`src/pkg/timer8_pkg.sv`:
```
// Shared constants, register layout and types of the 8-bit timer.
`default_nettype none

package timer8_pkg;

  // Register offsets on the plain register port.
  localparam logic [3:0] ADDR_CONTROL_A = 4'h0;
  localparam logic [3:0] ADDR_CONTROL_B = 4'h1;
  localparam logic [3:0] ADDR_COUNT = 4'h2;
  localparam logic [3:0] ADDR_COMPARE_A = 4'h3;
  localparam logic [3:0] ADDR_COMPARE_B = 4'h4;
  localparam logic [3:0] ADDR_INT_MASK = 4'h5;
  localparam logic [3:0] ADDR_FLAGS = 4'h6;
  localparam logic [3:0] ADDR_PORT_CTRL = 4'h7;

  // Field positions in the flag and mask registers.
  localparam int FLAG_OVERFLOW = 0;
  localparam int FLAG_MATCH_A = 1;
  localparam int FLAG_MATCH_B = 2;

  // Values after reset.
  localparam logic [7:0] RESET_BYTE = 8'h00;
  localparam logic [2:0] RESET_FLAGS = 3'h0;
  localparam logic [9:0] RESET_PRESCALE = 10'h000;

  // Counter extremes.
  localparam logic [7:0] COUNT_BOTTOM = 8'h00;
  localparam logic [7:0] COUNT_MAX = 8'hFF;
  localparam logic [7:0] COUNT_ONE = 8'h01;

  // Prescaler tap masks: a tick falls where the masked bits are all one.
  localparam logic [9:0] PRESCALE_MASK_8 = 10'h007;
  localparam logic [9:0] PRESCALE_MASK_64 = 10'h03F;
  localparam logic [9:0] PRESCALE_MASK_256 = 10'h0FF;
  localparam logic [9:0] PRESCALE_MASK_1024 = 10'h3FF;

  typedef enum logic [2:0] {
    MODE_NORMAL = 3'b000,
    MODE_PC_MAX = 3'b001,
    MODE_CTC = 3'b010,
    MODE_FAST_MAX = 3'b011,
    MODE_RESERVED_4 = 3'b100,
    MODE_PC_COMPARE = 3'b101,
    MODE_RESERVED_6 = 3'b110,
    MODE_FAST_COMPARE = 3'b111
  } wave_mode_type;

  // Control register A layout.
  typedef struct packed {
    logic [1:0] action_a;
    logic [1:0] action_b;
    logic [1:0] unused;
    logic waveform_mode_bit1;
    logic waveform_mode_bit0;
  } control_a_type;

  // Control register B layout; the force bits are write-only strobes.
  typedef struct packed {
    logic force_a;
    logic force_b;
    logic [1:0] unused;
    logic waveform_mode_bit2;
    logic [2:0] clock_source_select;
  } control_b_type;

endpackage

`default_nettype wire

```
`src/hdl/timer8_counter_compare.sv`:
```
// 8-bit up/down timer with two compare channels and pin override.
//
// Overview of operation
// - Clock source select zero stops the counter completely.
// - Software can read and write the count at any time.
// - A software count write beats a same-cycle count or clear.
// - Three-bit waveform mode, split over control registers A and B.
// - Count compared with both compare registers every cycle for equality.
// - Match sets the channel flag on the tick; enabled flag requests interrupt.
// - A flag clears when its interrupt is acknowledged.
// - Writing one to a flag bit clears it; zero leaves it.
// - Compare registers are double-buffered in PWM modes only.
// - Buffer is copied to the active register at top of sequence.
// - Software access hits the buffer when buffered, else the active register.
// - Force strobe acts like a match on the wave only, non-PWM.
// - Count write blocks all matches on the next tick, even stopped.
// - Wave registers keep their value across waveform mode changes.
// - Output action bits are unbuffered; take effect on the next clock.
// - Reset clears both wave registers to zero.
// - Nonzero output action puts the wave on the pin in every mode.
// - Pin direction bit still decides whether the pin is driven.
// - Output action zero leaves the wave register unchanged on match.
// - Output action bits never change the counting sequence.
// - Mode zero counts up, never clears, wraps from 0xFF to 0x00.
// - Normal mode sets overflow when the count becomes zero; set only.
// - Bottom is 0x00, max is 0xFF; top is 0xFF or compare A.
//
// Strobed register access and the register offsets were decided locally.
`timescale 1ns/1ps
`default_nettype none

module timer8_counter_compare (
  // Clock, reset and enable
  input wire logic core_clk,
  input wire logic srst,
  input wire logic ce,
  // Register port
  input wire logic [3:0] reg_addr,
  input wire logic [7:0] reg_wdata,
  input wire logic reg_write,
  input wire logic reg_read,
  output logic [7:0] reg_rdata,
  // External count source pin
  input wire logic ext_clock_pin,
  // Interrupt requests and acknowledges, bit order overflow, A, B
  output logic [2:0] irq_request,
  input wire logic [2:0] irq_ack,
  // Compare output pins, bit 0 channel A, bit 1 channel B
  output logic [1:0] wave_pin_out,
  output logic [1:0] wave_pin_oe_n
);

  timer8_pkg::control_a_type control_a;
  timer8_pkg::control_b_type control_b;
  timer8_pkg::wave_mode_type mode;
  logic [7:0] count_value;
  logic count_down;
  logic [7:0] compare_value [2];
  logic [7:0] compare_buffer [2];
  logic [2:0] int_mask;
  logic [2:0] flags;
  logic [1:0] port_data;
  logic [1:0] pin_direction_bit;
  logic [1:0] wave_output;
  logic [1:0] next_wave;
  logic [1:0] action [2];
  logic [1:0] force_event;
  logic [1:0] match_event;
  logic [1:0] compare_equal;
  logic [9:0] prescale;
  logic ext_s1;
  logic ext_s2;
  logic ext_s3;
  logic ext_level;
  logic ext_prev;
  logic timer_tick;
  logic block_match;
  logic pwm_mode;
  logic buffered;
  logic [7:0] top_value;
  logic at_top;
  logic at_bottom;
  logic [7:0] next_count;
  logic next_down;
  logic overflow_event;
  logic count_write;
  logic step;
  logic load_buffer;
  logic [2:0] next_flags;
  logic [2:0] flag_clear;

  // Decode of software writes.
  assign count_write = reg_write && reg_addr == timer8_pkg::ADDR_COUNT;
  assign step = timer_tick && !count_write;

  assign mode = timer8_pkg::wave_mode_type'({
    control_b.waveform_mode_bit2,
    control_a.waveform_mode_bit1,
    control_a.waveform_mode_bit0});
  assign action[0] = control_a.action_a;
  assign action[1] = control_a.action_b;

  // Odd modes are the PWM modes.
  assign pwm_mode = mode[0];
  assign buffered = pwm_mode;

  always_comb begin
    unique case (mode)
      timer8_pkg::MODE_CTC,
      timer8_pkg::MODE_PC_COMPARE,
      timer8_pkg::MODE_FAST_COMPARE: top_value = compare_value[0];
      timer8_pkg::MODE_NORMAL,
      timer8_pkg::MODE_PC_MAX,
      timer8_pkg::MODE_FAST_MAX,
      timer8_pkg::MODE_RESERVED_4,
      timer8_pkg::MODE_RESERVED_6: top_value = timer8_pkg::COUNT_MAX;
    endcase
  end

  assign at_top = count_value == top_value;
  assign at_bottom = count_value == timer8_pkg::COUNT_BOTTOM;

  // External pin synchroniser; a level counts once stages two and three agree.
  always_ff @(posedge core_clk) begin
    if (srst) begin
      ext_s1 <= 1'b0;
      ext_s2 <= 1'b0;
      ext_s3 <= 1'b0;
      ext_level <= 1'b0;
      ext_prev <= 1'b0;
    end else if (ce) begin
      ext_s1 <= ext_clock_pin;
      ext_s2 <= ext_s1;
      ext_s3 <= ext_s2;
      if (ext_s2 == ext_s3) begin
        ext_level <= ext_s3;
      end
      ext_prev <= ext_level;
    end
  end

  // Prescaler runs only while a source is selected.
  always_ff @(posedge core_clk) begin
    if (srst) begin
      prescale <= timer8_pkg::RESET_PRESCALE;
    end else if (ce) begin
      if (control_b.clock_source_select == 3'h0) begin
        prescale <= timer8_pkg::RESET_PRESCALE;
      end else begin
        prescale <= prescale + 10'h001;
      end
    end
  end

  // Timer tick selection.
  always_comb begin
    unique case (control_b.clock_source_select)
      3'h0: timer_tick = 1'b0;
      3'h1: timer_tick = ce;
      3'h2: timer_tick = ce && (prescale & timer8_pkg::PRESCALE_MASK_8)
        == timer8_pkg::PRESCALE_MASK_8;
      3'h3: timer_tick = ce && (prescale & timer8_pkg::PRESCALE_MASK_64)
        == timer8_pkg::PRESCALE_MASK_64;
      3'h4: timer_tick = ce && (prescale & timer8_pkg::PRESCALE_MASK_256)
        == timer8_pkg::PRESCALE_MASK_256;
      3'h5: timer_tick = ce && (prescale & timer8_pkg::PRESCALE_MASK_1024)
        == timer8_pkg::PRESCALE_MASK_1024;
      3'h6: timer_tick = ce && ext_prev && !ext_level;
      3'h7: timer_tick = ce && ext_level && !ext_prev;
    endcase
  end

  // Counting sequence depends on the mode only, never on output actions.
  always_comb begin
    next_count = count_value + timer8_pkg::COUNT_ONE;
    next_down = 1'b0;
    overflow_event = 1'b0;
    unique case (mode)
      timer8_pkg::MODE_NORMAL,
      timer8_pkg::MODE_RESERVED_4,
      timer8_pkg::MODE_RESERVED_6: begin
        overflow_event = count_value == timer8_pkg::COUNT_MAX;
      end
      timer8_pkg::MODE_CTC: begin
        if (at_top) begin
          next_count = timer8_pkg::COUNT_BOTTOM;
        end
        overflow_event = count_value == timer8_pkg::COUNT_MAX;
      end
      timer8_pkg::MODE_FAST_MAX,
      timer8_pkg::MODE_FAST_COMPARE: begin
        if (at_top) begin
          next_count = timer8_pkg::COUNT_BOTTOM;
        end
        overflow_event = at_top;
      end
      timer8_pkg::MODE_PC_MAX,
      timer8_pkg::MODE_PC_COMPARE: begin
        if (count_down) begin
          if (at_bottom) begin
            next_down = 1'b0;
          end else begin
            next_down = 1'b1;
            next_count = count_value - timer8_pkg::COUNT_ONE;
          end
        end else if (at_top) begin
          next_down = 1'b1;
          next_count = count_value - timer8_pkg::COUNT_ONE;
        end
        overflow_event = count_down && count_value == timer8_pkg::COUNT_ONE;
      end
    endcase
  end

  // Counter: software writes override any count or clear.
  always_ff @(posedge core_clk) begin
    if (srst) begin
      count_value <= timer8_pkg::RESET_BYTE;
      count_down <= 1'b0;
    end else if (ce) begin
      if (count_write) begin
        count_value <= reg_wdata;
      end else if (step) begin
        count_value <= next_count;
        count_down <= next_down;
      end
    end
  end

  // Match blocking after a count write lasts until the next tick.
  always_ff @(posedge core_clk) begin
    if (srst) begin
      block_match <= 1'b0;
    end else if (ce) begin
      if (count_write) begin
        block_match <= 1'b1;
      end else if (timer_tick) begin
        block_match <= 1'b0;
      end
    end
  end

  assign load_buffer = buffered && step && at_top;

  genvar ch;
  generate
    for (ch = 0; ch < 2; ch++) begin : g_channel
      logic [3:0] my_addr;
      logic my_write;
      assign my_addr = ch == 0 ? timer8_pkg::ADDR_COMPARE_A
                               : timer8_pkg::ADDR_COMPARE_B;
      assign my_write = reg_write && reg_addr == my_addr;
      assign compare_equal[ch] = count_value == compare_value[ch];
      assign match_event[ch] = step && compare_equal[ch]
        && !block_match;

      // Compare register and its buffer.
      always_ff @(posedge core_clk) begin
        if (srst) begin
          compare_value[ch] <= timer8_pkg::RESET_BYTE;
          compare_buffer[ch] <= timer8_pkg::RESET_BYTE;
        end else if (ce) begin
          if (my_write) begin
            compare_buffer[ch] <= reg_wdata;
          end
          if (my_write && !buffered) begin
            compare_value[ch] <= reg_wdata;
          end else if (load_buffer) begin
            compare_value[ch] <= compare_buffer[ch];
          end
        end
      end

      // Wave generator for this channel.
      always_comb begin
        next_wave[ch] = wave_output[ch];
        if (!pwm_mode) begin
          if (match_event[ch] || force_event[ch]) begin
            unique case (action[ch])
              2'h0: next_wave[ch] = wave_output[ch];
              2'h1: next_wave[ch] = !wave_output[ch];
              2'h2: next_wave[ch] = 1'b0;
              2'h3: next_wave[ch] = 1'b1;
            endcase
          end
        end else if (!mode[1]) begin
          if (match_event[ch]) begin
            unique case (action[ch])
              2'h0: next_wave[ch] = wave_output[ch];
              2'h1: next_wave[ch] = (ch == 0 && mode[2])
                ? !wave_output[ch] : wave_output[ch];
              2'h2: next_wave[ch] = count_down;
              2'h3: next_wave[ch] = !count_down;
            endcase
          end
        end else begin
          if (match_event[ch]) begin
            unique case (action[ch])
              2'h0: next_wave[ch] = wave_output[ch];
              2'h1: next_wave[ch] = (ch == 0 && mode[2])
                ? !wave_output[ch] : wave_output[ch];
              2'h2: next_wave[ch] = 1'b0;
              2'h3: next_wave[ch] = 1'b1;
            endcase
          end
          // The step from top to bottom wins, so a compare at top is steady.
          if (step && at_top && action[ch][1]) begin
            next_wave[ch] = !action[ch][0];
          end
        end
      end

      // Wave register keeps its value across mode changes.
      always_ff @(posedge core_clk) begin
        if (srst) begin
          wave_output[ch] <= 1'b0;
        end else if (ce) begin
          wave_output[ch] <= next_wave[ch];
        end
      end

      // Pin: override by the wave, direction from the port bit.
      always_ff @(posedge core_clk) begin
        if (srst) begin
          wave_pin_out[ch] <= 1'b0;
          wave_pin_oe_n[ch] <= 1'b1;
        end else if (ce) begin
          if (action[ch] != 2'h0) begin
            wave_pin_out[ch] <= next_wave[ch];
          end else begin
            wave_pin_out[ch] <= port_data[ch];
          end
          wave_pin_oe_n[ch] <= !pin_direction_bit[ch];
        end
      end
    end
  endgenerate

  // Force strobes only act in the non-PWM modes.
  always_comb begin
    force_event = 2'b00;
    if (reg_write && reg_addr == timer8_pkg::ADDR_CONTROL_B && !pwm_mode) begin
      force_event[0] = reg_wdata[7];
      force_event[1] = reg_wdata[6];
    end
  end

  // Control and port registers.
  always_ff @(posedge core_clk) begin
    if (srst) begin
      control_a <= timer8_pkg::control_a_type'(timer8_pkg::RESET_BYTE);
      control_b <= timer8_pkg::control_b_type'(timer8_pkg::RESET_BYTE);
      int_mask <= timer8_pkg::RESET_FLAGS;
      port_data <= 2'b00;
      pin_direction_bit <= 2'b00;
    end else if (ce && reg_write) begin
      unique case (reg_addr)
        timer8_pkg::ADDR_CONTROL_A: begin
          control_a <= timer8_pkg::control_a_type'(reg_wdata);
        end
        timer8_pkg::ADDR_CONTROL_B: begin
          control_b <= timer8_pkg::control_b_type'({2'b00, reg_wdata[5:0]});
        end
        timer8_pkg::ADDR_INT_MASK: int_mask <= reg_wdata[2:0];
        timer8_pkg::ADDR_PORT_CTRL: begin
          port_data <= reg_wdata[1:0];
          pin_direction_bit <= reg_wdata[5:4];
        end
        default: begin
        end
      endcase
    end
  end

  // Flags: hardware set wins over a same-cycle clear.
  always_comb begin
    flag_clear = irq_ack;
    if (reg_write && reg_addr == timer8_pkg::ADDR_FLAGS) begin
      flag_clear = flag_clear | reg_wdata[2:0];
    end
    next_flags = flags & ~flag_clear;
    next_flags[timer8_pkg::FLAG_OVERFLOW] =
      next_flags[timer8_pkg::FLAG_OVERFLOW] | (step && overflow_event);
    next_flags[timer8_pkg::FLAG_MATCH_A] =
      next_flags[timer8_pkg::FLAG_MATCH_A] | match_event[0];
    next_flags[timer8_pkg::FLAG_MATCH_B] =
      next_flags[timer8_pkg::FLAG_MATCH_B] | match_event[1];
  end

  always_ff @(posedge core_clk) begin
    if (srst) begin
      flags <= timer8_pkg::RESET_FLAGS;
    end else if (ce) begin
      flags <= next_flags;
    end
  end

  // Interrupt requests follow the enabled flags.
  always_ff @(posedge core_clk) begin
    if (srst) begin
      irq_request <= timer8_pkg::RESET_FLAGS;
    end else if (ce) begin
      irq_request <= next_flags & int_mask;
    end
  end

  // Read data stands in the cycle after the read strobe.
  always_ff @(posedge core_clk) begin
    if (srst) begin
      reg_rdata <= timer8_pkg::RESET_BYTE;
    end else if (ce) begin
      reg_rdata <= timer8_pkg::RESET_BYTE;
      if (reg_read) begin
        unique case (reg_addr)
          timer8_pkg::ADDR_CONTROL_A: reg_rdata <= control_a;
          timer8_pkg::ADDR_CONTROL_B: reg_rdata <= {2'b00, control_b[5:0]};
          timer8_pkg::ADDR_COUNT: reg_rdata <= count_value;
          timer8_pkg::ADDR_COMPARE_A: begin
            reg_rdata <= buffered ? compare_buffer[0] : compare_value[0];
          end
          timer8_pkg::ADDR_COMPARE_B: begin
            reg_rdata <= buffered ? compare_buffer[1] : compare_value[1];
          end
          timer8_pkg::ADDR_INT_MASK: reg_rdata <= {5'h00, int_mask};
          timer8_pkg::ADDR_FLAGS: reg_rdata <= {5'h00, flags};
          timer8_pkg::ADDR_PORT_CTRL: begin
            reg_rdata <= {2'b00, pin_direction_bit, 2'b00, port_data};
          end
          default: reg_rdata <= timer8_pkg::RESET_BYTE;
        endcase
      end
    end
  end

endmodule

`default_nettype wire

```
`config.mk`:
```
export PLATFORM = sky130hd
export DESIGN_NAME = timer8_counter_compare
export DESIGN_NICKNAME = d
export VERILOG_FILES = /design/src/pkg/timer8_pkg.sv /design/src/hdl/timer8_counter_compare.sv
export SDC_FILE = /design/constraint.sdc
export NUM_CORES = 1
export LEC_CHECK = 0
export BUFFER_PORTS_ARGS = -buffer_cell sky130_fd_sc_hd__buf_2
export CAP_MARGIN = 20
export CORE_AREA = 2 2 142 144
export DETAILED_ROUTE_END_ITERATION = 7
export DIE_AREA = 0 0 144 146
export PLACE_DENSITY = 0.53
export REMOVE_ABC_BUFFERS = 1
export SYNTH_ARGS = -nofsm -noshare
export SYNTH_HDL_FRONTEND = slang
export SYNTH_SLANG_ARGS = --single-unit
```
`constraint.sdc`:
```
create_clock -name core_clk -period 3.8 [get_ports core_clk]
set_input_delay 0.19 -clock core_clk [delete_from_list [all_inputs] [get_ports core_clk]]
set_output_delay 0.19 -clock core_clk [all_outputs]
set_load 0.005 [all_outputs]
```
After elaboration in Yosys (flattened, before gate mapping)
Memory sizes are Yosys's and may differ from the RTL's.
Cells that the tools add are included.
{"block": "word_totals", "register_bits": 66, "ram_bits": 32, "input_bits": 21, "out_inout_bits": 15, "wordCells": 230, "n_memories": 2}
{"name": "compare_buffer", "words": 2, "word_bits": 8, "rd": 2, "rd_ports_with_merged_regs": 0, "wr": 2, "line_no": "timer8_counter_compare.sv:59", "text": "logic [7:0] compare_buffer [2];"}
{"name": "compare_value", "words": 2, "word_bits": 8, "rd": 2, "rd_ports_with_merged_regs": 0, "wr": 2, "line_no": "timer8_counter_compare.sv:58", "text": "logic [7:0] compare_value [2];"}
{"block": "op_classes", "addsub": 3, "eq_ne": 37, "n_mux": 77, "n_bitwise": 14, "n_reduce_logical": 68}
{"operator": "2-to-1 mux 8 bit", "n": 15}
{"operator": "one-hot mux 8 bit (8 select lines)", "n": 1}
{"operator": "2-to-1 mux 1 bit", "n": 48}
{"operator": "one-hot mux 8 bit (2 select lines)", "n": 2}
{"operator": "logical AND 1 bit", "n": 29}
{"operator": "equality test 3 bit (second input constant)", "n": 9}
{"operator": "equality test 8 bit", "n": 3}
{"operator": "equality test 4 x 3 -> 1 bit (second input constant)", "n": 4}
{"operator": "equality test 8 bit (second input constant)", "n": 2}
{"operator": "one-hot mux 1 bit (4 select lines)", "n": 4}
{"operator": "AND reduction 2 bit", "n": 7}
{"operator": "equality test 3 x 2 -> 1 bit (second input constant)", "n": 4}
{"operator": "zero test 1 bit", "n": 12}
{"operator": "adder 10 x 1 -> 10 bit (second input constant)", "n": 1}
{"operator": "equality test 10 bit (second input constant)", "n": 1}
{"operator": "2-to-1 mux 10 bit", "n": 1}
{"operator": "OR 1 bit", "n": 9}
{"operator": "one-hot mux 1 bit (3 select lines)", "n": 3}
{"operator": "adder 8 x 1 -> 8 bit (second input constant)", "n": 1}
{"operator": "equality test 2 bit (second input constant)", "n": 4}
{"operator": "equality test 4 x 2 -> 1 bit (second input constant)", "n": 2}
{"operator": "equality test 8 x 1 -> 1 bit (second input constant)", "n": 1}
{"operator": "zero test 8 bit", "n": 1}
{"operator": "one-hot mux 1 bit (8 select lines)", "n": 1}
{"operator": "other kinds (22)", "n": 34}

Logic depth before layout (Yosys ltp)
Gate-level depths: netlist of the first run.
{"block": "depth", "depth_word": 12, "mapped_depth": 10, "ltp_nobuf": 10}

Least setup slack after synthesis of the first run
Ideal clock, no wire load.
{"block": "synth_timing", "kind": "register to register", "startpoint": "register prescale[0]", "endpoint": "memory compare_value[0][0], enable pin", "setup_time_ps": 384, "arrival_time_ps": 2325, "required_ps": 3416, "setup_slack_ps": 1091, "stages_incl_launch_ff": 10, "path_buffers": 0, "synth_period_minus_slack_ps": 2709, "cell_sequence": "dfxtp_1 > ha_1 > nand4_1 > a2111oi_2 > a311oi_2 > nor2_2 > nand2_2 > nor2_1 > a31oi_1 > o21ai_0"}
{"element": "from (decl)", "line_no": "timer8_counter_compare.sv:70", "text": "logic [9:0] prescale;"}
{"element": "from (signal assigned)", "line_no": "timer8_counter_compare.sv:145", "text": "prescale <= timer8_pkg::RESET_PRESCALE;"}
{"element": "from (signal assigned)", "line_no": "timer8_counter_compare.sv:148", "text": "prescale <= timer8_pkg::RESET_PRESCALE;"}
{"element": "from (signal assigned)", "line_no": "timer8_counter_compare.sv:150", "text": "prescale <= prescale + 10'h001;"}
{"element": "to (decl)", "line_no": "timer8_counter_compare.sv:58"}

==> results of run 1 <==
how the worst max path moves through the flow:
stage / from / to / slack, ps / cells after the start
floorplan: buffered / compare_value[0][0] / 880 / 7
finish: prescale[0] / compare_value[1][4] / 470 / 8
detailed placement: prescale[0] / compare_value[1][3] / 540 / 8
CTS: prescale[0] / compare_value[1][4] / 510 / 8
global route: prescale[0] / compare_value[1][1] / 240 / 8
global placement: prescale[0] / compare_value[1][1] / 690 / 8
synthesized netlist by cell type (12+ instances only):
master | number | share of area
nor2_1 | 68 | 0.045
a22o_1 | 20 | 0.031
nand3_1 | 14 | 0.012
clkbuf_1 | 22 | 0.014
and2_1 | 17 | 0.019
mux2i_1 | 38 | 0.066
nor3_1 | 26 | 0.023
nand2_1 | 55 | 0.036
o21ai_0 | 23 | 0.020
nand2b_1 | 12 | 0.013
dfxtp_1 | 66 | 0.23
a21oi_1 | 39 | 0.034
edfxtp_1 | 32 | 0.17
per-stage QoR:
step / hold slack (ps) / cells / total power, mW / area [sq um]
2_1_floorplan: 255 / 592 / 1.22 / 5490
3_3_place_gp: 434 / 904 / 1.32 / 6080
3_5_place_dp: 443 / 904 / 1.32 / 6080
4_1_cts: 83.5 / 920 / 2.32 / 6410
5_1_grt: 98.7 / 922 / 2.38 / 6420
6_report: 84.4 / 922 / 2.30 / 6420
cell type report:
class,instances,share of cell area
multi-input cells,478,0.489
flip-flops and latches,98,0.355
well taps,265,0.0516
repair buffers,49,0.0429
clock buffers,10,0.0372
clock inverters,6,0.0136
inverters,16,0.0101
flip-flops by register name (all words and copies together), names as in the netlist, 2 cells and up:
signal / flops
compare_buffer: 16
compare_value: 16
prescale: 10
count_value: 8
reg_rdata: 8
control_b: 6
action: 4
control_a: 3
flags: 3
int_mask: 3
irq_request: 3
pin_direction_bit: 2
port_data: 2
wave_output: 2
wave_pin_oe_n: 2
wave_pin_out: 2
worst max-delay path, stage by stage (launching register included):
cell       delay [ps]
dfxtp_1           370
ha_1              260
nand4_1           170
a2111oi_2         420
a311oi_2          150
nor2_2            310
nand2_2           200
nor4_4            670
or3_1             430
where the power goes:
part           switching, mW  total [mW]  internal, mW
Sequential            0.0254        1.13          1.10
Combinational          0.113       0.165        0.0519
Clock                  0.408        1.01         0.598
Total                  0.546        2.30          1.75
per-layer routing:
layer,global-route usage,part of all wire,vias up
li1,-,-,2388
met1,0.238,0.46,2419
met2,0.257,0.46,184
met3,0.0197,0.055,33
met4,0.0632,0.030,0
met5,0,0,-
kinds of logic after synthesis:
group,after synthesis
muxes,40
buffers and inverters,62
and+or+nand+nor,250
DFF,98
AOI/OAI and AO/OA,168
xor gates and xnor gates,14
adders and majority gates,6
==> impl_results.md, run 1 <==
* Async SR Flop Fraction at 0
* GRT Residual Overflow at 0
* GRT Util Overall at 0.167
* Post-synthesis mux area share at 0.0703
* Synth Area in XOR/XNOR at 0.0214
* Final setup TNS at 0 ps
* First-pass GRT wire length at 27.2 mm
* Setup Buffers After CTS at 0
* DP Worst Slack at 539 ps
* Final setup vio count at 0
* Actual slew at the worst max-slew pin at 980 ps
* Share of layout cells above drive strength 1 at 0.142
* Post-CTS sizing at 0
* R2R Setup Slk at 470 ps
* Reg2reg start: prescale[0]
* Most frequent cells in the layout: 68 x nor2_1, 66 x dfxtp_1, 55 x nand2_1
* # hold bufs at CTS at 0
* Nature of the critical path endpoint: register
* Critical Path Start Type: register
* DR WL/cell at 18.9 um
* Hold depth at 3
* FF+latch area at 2280 sq um
* Cell variety after synth at 81
* CTS tree: built
* VDD IR max at 0.166 mV
* Yosys warns at 0
* Placeable core area at 19300 sq um
* Gate count after technology mapping at 638
* CP required at 3810 ps
* Final min period at 3330 ps
* Multi-input logic area at 3140 sq um
* P&R area growth vs syn at 12.0%
* Tcrit/Tclk final at 0.875
* Capturing point of the worst reg2reg path: compare_value[1][4]
* Max Buffers Root-to-Sink at 2
* Avg Inst Size Synth at 8.98 sq um
* Starting Density at 0.296
* Router iterations before antenna repair at 5
* Hpwl dp at 12.6 mm
* I/O pin cnt at 36
* Largest family of logic cells by synthesized area: simple AND/OR/NAND/NOR gates
* Hold_sp: ext_clock_pin
* Rows at 51
* Chip Width at 144 um
* Max Fclk at 0.301 GHz
* Slew margin rel. at 0.341
* Routability congestion estimate at 0.959
* Seq/Total Area, Yosys at 0.398
* Vias in the first global route at 4693
* Via density at 5.45
* Top_reg_cell synth: dfxtp_1
* Cell area power density at 358 nW/um^2
* Final worst setup slack at 474 ps
* Routed WL at 17.4 mm
* Routed vias at 5024
* Max Clock Skew at 5.28 ps
* Fin nets at 679
* Port Buffer Count at 35
* CP Class: register to register
* Final ANT Viol Nets at 0
* Post-Synth Simple-Gate Area at 0.229
* Max-Cap Viols at 0
* Compound-Gate Fraction of Synth Area at 0.215
* Clock tree root buffer cell: clkbuf_16
* ANT cells at 0
* Initial antenna violation count at 0
* Number of CTS-inserted buffers at 9
* Pins over their slew limit at 0
* Flops & latches, synth at 98
* Full die area at 21000 sq um
* Final core utilization at 0.332
* Commonest non-fill, non-tap cell in the layout: nor2_1
* DRC Markers at 0
* Hold Fails Final Rpt at 0
* Worst r2r path cells at 8
* Worst-Skew Late Latency at 340 ps
* Synthesized area at 5730 sq um
* DR iter-0 viols at 371
* H-tree level count at 3
* HP Class: input pin to register
* RSZ-0062 raised after global routing: false
* Hold Crit Endpoint: ext_s1
* EDFF count, synth at 32
* Largest net degree at the start of global routing at 34
* CP max FO at 17
* Die H at 146 um
* Synth Area in Adders at 0.0131
* LEAKAGE at 2.15 nW
* Crit path arrival time at 3340 ps
* CTS clock-pin slew for the worst setup and hold paths at 70 ps
* Filler cells at 1997
* Run status: finished clean
* Clock sink total at 98
Note: power is estimated with default switching activity, not from simulation.
==> inputs of run 2 (changes only) <==
--- a/config.mk
+++ b/config.mk
@@ -11,7 +11,6 @@
 export DETAILED_ROUTE_END_ITERATION = 7
 export DIE_AREA = 0 0 144 146
 export PLACE_DENSITY = 0.53
-export REMOVE_ABC_BUFFERS = 1
 export SYNTH_ARGS = -nofsm -noshare
 export SYNTH_HDL_FRONTEND = slang
 export SYNTH_SLANG_ARGS = --single-unit
==> run 2 against run 1 <==
  * First-iteration DRC count grew 17%
  * Register-to-register slack is essentially flat
  * Global-route usage grew 0.46 points
  * Die area is the same
  * Worst setup slack lost 3.6 ps
  * Sequential share of layout area grew 0.21 points
  * Total power shrank 2.8%
  * Wire length grew 1.7%
  * Clock-buffer cell count grew 3
  * Largest power group unchanged
  * Highest routed layer unchanged
==> impl_results.md, run 2 (synthesized netlist as in run 1, its figures left out) <==
* Run status: finished clean
* Largest net degree at the start of global routing at 34 (unchanged)
* Met3 GRT Util at 0.0329 (+0.0132)
* Share of layout cells above drive strength 1 at 0.135 (-0.00700)
* ANT cells at 0 (unchanged)
* Crit path depth at 7 (-1)
* Reg2reg start: count_value[0]
* Top delay family on crit path: simple AND/OR/NAND/NOR gates
* Routability congestion estimate at 0.922 (-3.9%)
* VDD IR max at 0.238 mV (+43%)
* Setup Buffers After CTS at 0 (unchanged)
* Port Buffer Count at 35 (unchanged)
* Final min period at 3330 ps (+3.60 ps)
* Routed vias at 5047 (+0.46%)
* CP Class: register to register
* CP bufs+invs at 0 (unchanged)
* GRT Residual Overflow at 0 (unchanged)
* I/O pin cnt at 36 (unchanged)
* Hold depth at 3 (unchanged)
* Rows at 51 (unchanged)
* DRC Markers at 0 (unchanged)
* DR WL/cell at 19.3 um (+2.0%)
* Max Fclk at 0.300 GHz (-0.11%)
* Final ANT Viol Nets at 0 (unchanged)
* Crit. Startpoint: count_value[0]
* CP peak stage delay at 740 ps (+70 ps)
* Vias in the first global route at 4873 (+3.8%)
* Die H at 146 um (unchanged)
* Worst r2r path cells at 7 (-1)
* Final setup vio count at 0 (unchanged)
* Full die area at 21000 sq um (unchanged)
* DP Worst Slack at 483 ps (-55.8 ps)
* Fin nets at 677 (-0.29%)
* Most frequent cells in the layout: 68 x nor2_1, 66 x dfxtp_1, 55 x nand2_1
* CTS tree: built
* Final setup TNS at 0 ps (unchanged)
* Placeable core area at 19300 sq um (unchanged)
* Starting Density at 0.296 (unchanged)
* GRT Util Overall at 0.171 (+0.00459)
* Max Buffers Root-to-Sink at 2 (unchanged)
* Via density at 5.49 (+0.79%)
* Worst-Skew Late Latency at 350 ps (about the same)
* Critical Path Start Type: register
* Initial antenna violation count at 0 (unchanged)
* Clock sink total at 98 (unchanged)
* Max-Cap Viols at 0 (unchanged)
* Final worst setup slack at 470 ps (-3.60 ps)
* Hold_sp: ext_clock_pin
* CTS clock-pin slew for the worst setup and hold paths at 70 ps (about the same)
* Hold Fails Final Rpt at 0 (unchanged)
* Crit path arrival time at 3360 ps (+20 ps)
* Hpwl dp at 12.8 mm (+1.5%)
* Pins over their slew limit at 0 (unchanged)
* Chip Width at 144 um (unchanged)
* Nature of the critical path endpoint: register
* Clock tree root buffer cell: clkbuf_16
* # hold bufs at CTS at 0 (unchanged)
* Met1 Use GR at 0.228 (-0.00970)
* Slowest-stage cell, CP: nor4_4
* Actual slew at the worst max-slew pin at 965 ps (-15.6 ps)
* Post-CTS sizing at 0 (unchanged)
* Tcrit/Tclk final at 0.876 (+0.000946)
* P&R area growth vs syn at 11.4%
* RSZ-0062 raised after global routing: false
* HP Class: input pin to register
* Cell area power density at 350 nW/um^2 (-2.3%)
* Met2 GRT Util at 0.272 (+0.0155)
* Number of CTS-inserted buffers at 9 (unchanged)
* DR iter-0 viols at 434 (+17%)
* CP required at 3830 ps (+20 ps)
* Router iterations before antenna repair at 5 (unchanged)
* Largest registers: compare_buffer: 16 flops, compare_value: 16 flops, prescale: 10 flops
* First-pass GRT wire length at 27.8 mm (+2.2%)
* Max Clock Skew at 8.43 ps (+3.15 ps)
* Slew margin rel. at 0.352 (+0.0110)
* Routed WL at 17.7 mm (+1.7%)
* LEAKAGE at 2.13 nW (-1.2%)
* GR peak layer: met2
* Commonest non-fill, non-tap cell in the layout: nor2_1
* CP max FO at 17 (unchanged)
* H-tree level count at 3 (unchanged)
* Syn_nets at 665
* CP cell instances: nand3_1 -> nor3_1 -> and3_1 -> o21a_4 -> nand2_2 -> nor4_4 -> or3_1
[run 2: per-stage QoR]
step	util	power [mW]	instance area (sq um)	hold slack (ps)	instances
floorplan	-	1.25	5730	334	638
global placement	0.315	1.31	6080	431	904
detailed placement	0.315	1.32	6080	441	904
CTS	0.330	2.25	6380	71.9	919
global route	0.330	2.31	6380	97.9	919
finish	0.330	2.24	6380	81.6	919
[run 2: area by class of cell]
type | count | area [sq um]
Fill cell | 2024 | 13000
Multi-Input combinational cell | 478 | 3140
Sequential cell | 98 | 2280
Tap cell | 265 | 332
Timing Repair Buffer | 47 | 265
Clock buffer | 13 | 260
Inverter | 16 | 65.1
Clock inverter | 2 | 38.8
[run 2: tightest hold or removal path: stages]
cell,delay [ps]
buf_2,70
mux2i_1,60
nor2_1,70
[run 2: metal layers]
metal,vias to the layer above,wire length (um)
li1,2390,-
met1,2441,7950
met2,180,8240
met3,36,971
met4,0,550
met5,-,0
[run 2: path summary, 6_finish.rpt]
path	to	slack (ps)
worst min register to register	reg_rdata[1]	460
worst max register to register	compare_value[1][3]	470
worst max-delay path	compare_value[1][3]	470
worst min-delay path	ext_s1	80
[run 2: where the power goes]
part	switching (mW)	internal [mW]
Sequential	0.0251	1.11
Clock	0.396	0.545
Combinational	0.113	0.0522
==> inputs of run 3 (changes only) <==
--- a/config.mk
+++ b/config.mk
@@ -7,9 +7,9 @@
 export LEC_CHECK = 0
 export BUFFER_PORTS_ARGS = -buffer_cell sky130_fd_sc_hd__buf_2
 export CAP_MARGIN = 20
-export CORE_AREA = 2 2 142 144
+export CORE_AREA = 2 2 120 169
 export DETAILED_ROUTE_END_ITERATION = 7
-export DIE_AREA = 0 0 144 146
+export DIE_AREA = 0 0 122 171
 export PLACE_DENSITY = 0.53
 export SYNTH_ARGS = -nofsm -noshare
 export SYNTH_HDL_FRONTEND = slang
==> run 3 against run 2 <==
  * Sequential power is essentially flat
  * Core utilization decreased by 0.36 points
  * Clock-buffer cell count shrank 2
  * Critical endpoint is now compare_value[1][4]
  * Design area down 0.45%
  * Largest power group unchanged
  * Total power down 4.3%
  * Clock power is 10% lower
  * First-iteration DRC count shrank 25%
  * Highest routed layer unchanged
  * Clock skew rose by 3.3 ps
  * Register-to-register slack improved by 40 ps
  * Cell count is 0.98% lower
==> impl_results.md, run 3 (synthesized netlist as in run 1, its figures left out) <==
* I/O pin cnt at 36 (unchanged)
* Actual slew at the worst max-slew pin at 971 ps (+6.52 ps)
* Crit path arrival time at 3310 ps (-50 ps)
* Die H at 171 um (+17%)
* Slowest-stage cell, CP: nor4_4
* Dpl cells at 894 (-1.1%)
* Routability congestion estimate at 0.914 (-0.88%)
* Max Buffers Root-to-Sink at 2 (unchanged)
* GR peak layer: met2
* Rows at 61 (+20%)
* DR iter-0 viols at 325 (-25%)
* Clock tree root buffer cell: clkbuf_16
* P&R area growth vs syn at 10.9%
* Port Buffer Count at 35 (unchanged)
* Placement Cell Area at 6090 sq um (+0.10%)
* Pins over their slew limit at 0 (unchanged)
* DRC Markers at 0 (unchanged)
* GRT Residual Overflow at 0 (unchanged)
* Pwr Total at 2.14 mW (-4.3%)
* Final min period at 3290 ps (-44.0 ps)
* Commonest non-fill, non-tap cell in the layout: nor2_1
* # hold bufs at CTS at 0 (unchanged)
* Largest net degree at the start of global routing at 50 (+47%)
* Finished Cell Area at 6350 sq um (-0.45%)
* Top delay family on crit path: simple AND/OR/NAND/NOR gates
* Met3 GRT Util at 0.0320 (-0.000906)
* Nature of the critical path endpoint: register
* Router iterations before antenna repair at 5 (unchanged)
* Setup Buffers After CTS at 0 (unchanged)
* Most frequent cells in the layout: 68 x nor2_1, 66 x dfxtp_1, 55 x nand2_1
* Final worst setup slack at 514 ps (+44.0 ps)
* Critical Path Start Type: register
* DR WL/cell at 19.5 um (+1.4%)
* CP Class: register to register
* Final setup vio count at 0 (unchanged)
* Full die area at 20900 sq um (-0.77%)
* CTS clock-pin slew for the worst setup and hold paths at 70 ps (about the same)
* Hpwl dp at 13.1 mm (+2.5%)
* Chip Width at 122 um (-15%)
* Largest registers: compare_buffer: 16 flops, compare_value: 16 flops, prescale: 10 flops
* CP peak stage delay at 700 ps (-40 ps)
* Tcrit/Tclk final at 0.865 (-0.0116)
* LEAKAGE at 2.13 nW (about the same)
* RSZ-0062 raised after global routing: false
* DP Worst Slack at 523 ps (+39.7 ps)
* Routed vias at 4983 (-1.3%)
* Hold Fails Final Rpt at 0 (unchanged)
* CP max FO at 17 (unchanged)
* HP Class: input pin to register
* Initial antenna violation count at 0 (unchanged)
* Share of layout cells above drive strength 1 at 0.138 (+0.00374)
* Met1 Use GR at 0.208 (-0.0204)
* VDD IR max at 0.257 mV (+7.8%)
* Final core utilization at 0.327 (-0.00364)
* Final ANT Viol Nets at 0 (unchanged)
* Starting Density at 0.295 (-0.00194)
* H-tree level count at 3 (unchanged)
* Fin nets at 680 (+0.44%)
* First-pass GRT wire length at 27.6 mm (-0.74%)
* Via density at 5.48 (-0.29%)
* Routed WL at 17.8 mm (+0.36%)
* ANT cells at 0 (unchanged)
* CTS tree: built
* Clock sink total at 98 (unchanged)
* Number of CTS-inserted buffers at 9 (unchanged)
* Placeable core area at 19500 sq um (+0.66%)
* CP required at 3820 ps (about the same)
* Final setup TNS at 0 ps (unchanged)
* R2R Setup Slk at 510 ps (+40 ps)
* CP bufs+invs at 0 (unchanged)
* Final hold slack at 75.9 ps (-5.74 ps)
* Slew margin rel. at 0.347 (-0.00450)
* Run status: finished clean
* Syn_nets at 665 (unchanged)
* Max Clock Skew at 11.7 ps (+3.31 ps)
* Filler cells at 2085 (+3.0%)
* GRT Util Overall at 0.176 (+0.00418)
* Max Fclk at 0.304 GHz (+1.3%)
* Worst-Skew Late Latency at 350 ps (about the same)
* Cell area power density at 337 nW/um^2 (-3.8%)
* Max-Cap Viols at 0 (unchanged)
* CP cell instances: ha_1 -> nand4_1 -> a2111oi_2 -> a311oi_2 -> nor2_2 -> nand2_2 -> nor4_4 -> or3_1
* Post-CTS sizing at 0 (unchanged)
* Post-Layout Cell Count at 910 (-0.98%)
* Met2 GRT Util at 0.310 (+0.0373)
* Vias in the first global route at 4743 (-2.7%)
run 3: cell types whose count changed in the layout (fill, tap and decap cells not counted), sizes merged:
cell and delta:
clkinvlp +1, clkbuf -2, bufinv -1, inv +3
buf +3
run 3: layout make-up:
class	instances	area, sq um	share of cell area
multi-input combinational	478	3140	0.494
sequential	98	2280	0.359
tap	252	315	0.0496
timing repair buffer	50	288	0.0453
clock buffer	11	233	0.0366
inverter	16	65.1	0.0102
clock inverter	5	31.3	0.00492
run 3: worst paths after layout:
check / startpoint / end / depth (start not counted)
max: prescale[0] / compare_value[1][4] / 8
min: ext_clock_pin / ext_s1 / 3
max reg2reg: prescale[0] / compare_value[1][4] / 8
min reg2reg: ext_s3 / ext_level / 2
run 3: where the power goes:
| group | switching [mW] | leakage (nW) | total, mW | internal [mW] |
|---|---|---|---|---|
| Sequential | 0.0245 | 0.848 | 1.13 | 1.11 |
| Clock | 0.402 | 0.132 | 0.846 | 0.444 |
| Combinational | 0.113 | 1.15 | 0.165 | 0.0523 |
| Total | 0.540 | 2.13 | 2.14 | 1.60 |
run 3: metal layers:
metal	part of all wire	up-vias
met3	0.048	28
met1	0.41	2405
met4	0.033	0
met2	0.51	150
met5	0	-
li1	-	2400
run 3: worst reg2reg max path, cell delays in order (launching register included):
cell and delay, ps:
dfxtp_1 370, ha_1 250, nand4_1 170, a2111oi_2 450
a311oi_2 150, nor2_2 290, nand2_2 170, nor4_4 700
or3_1 410
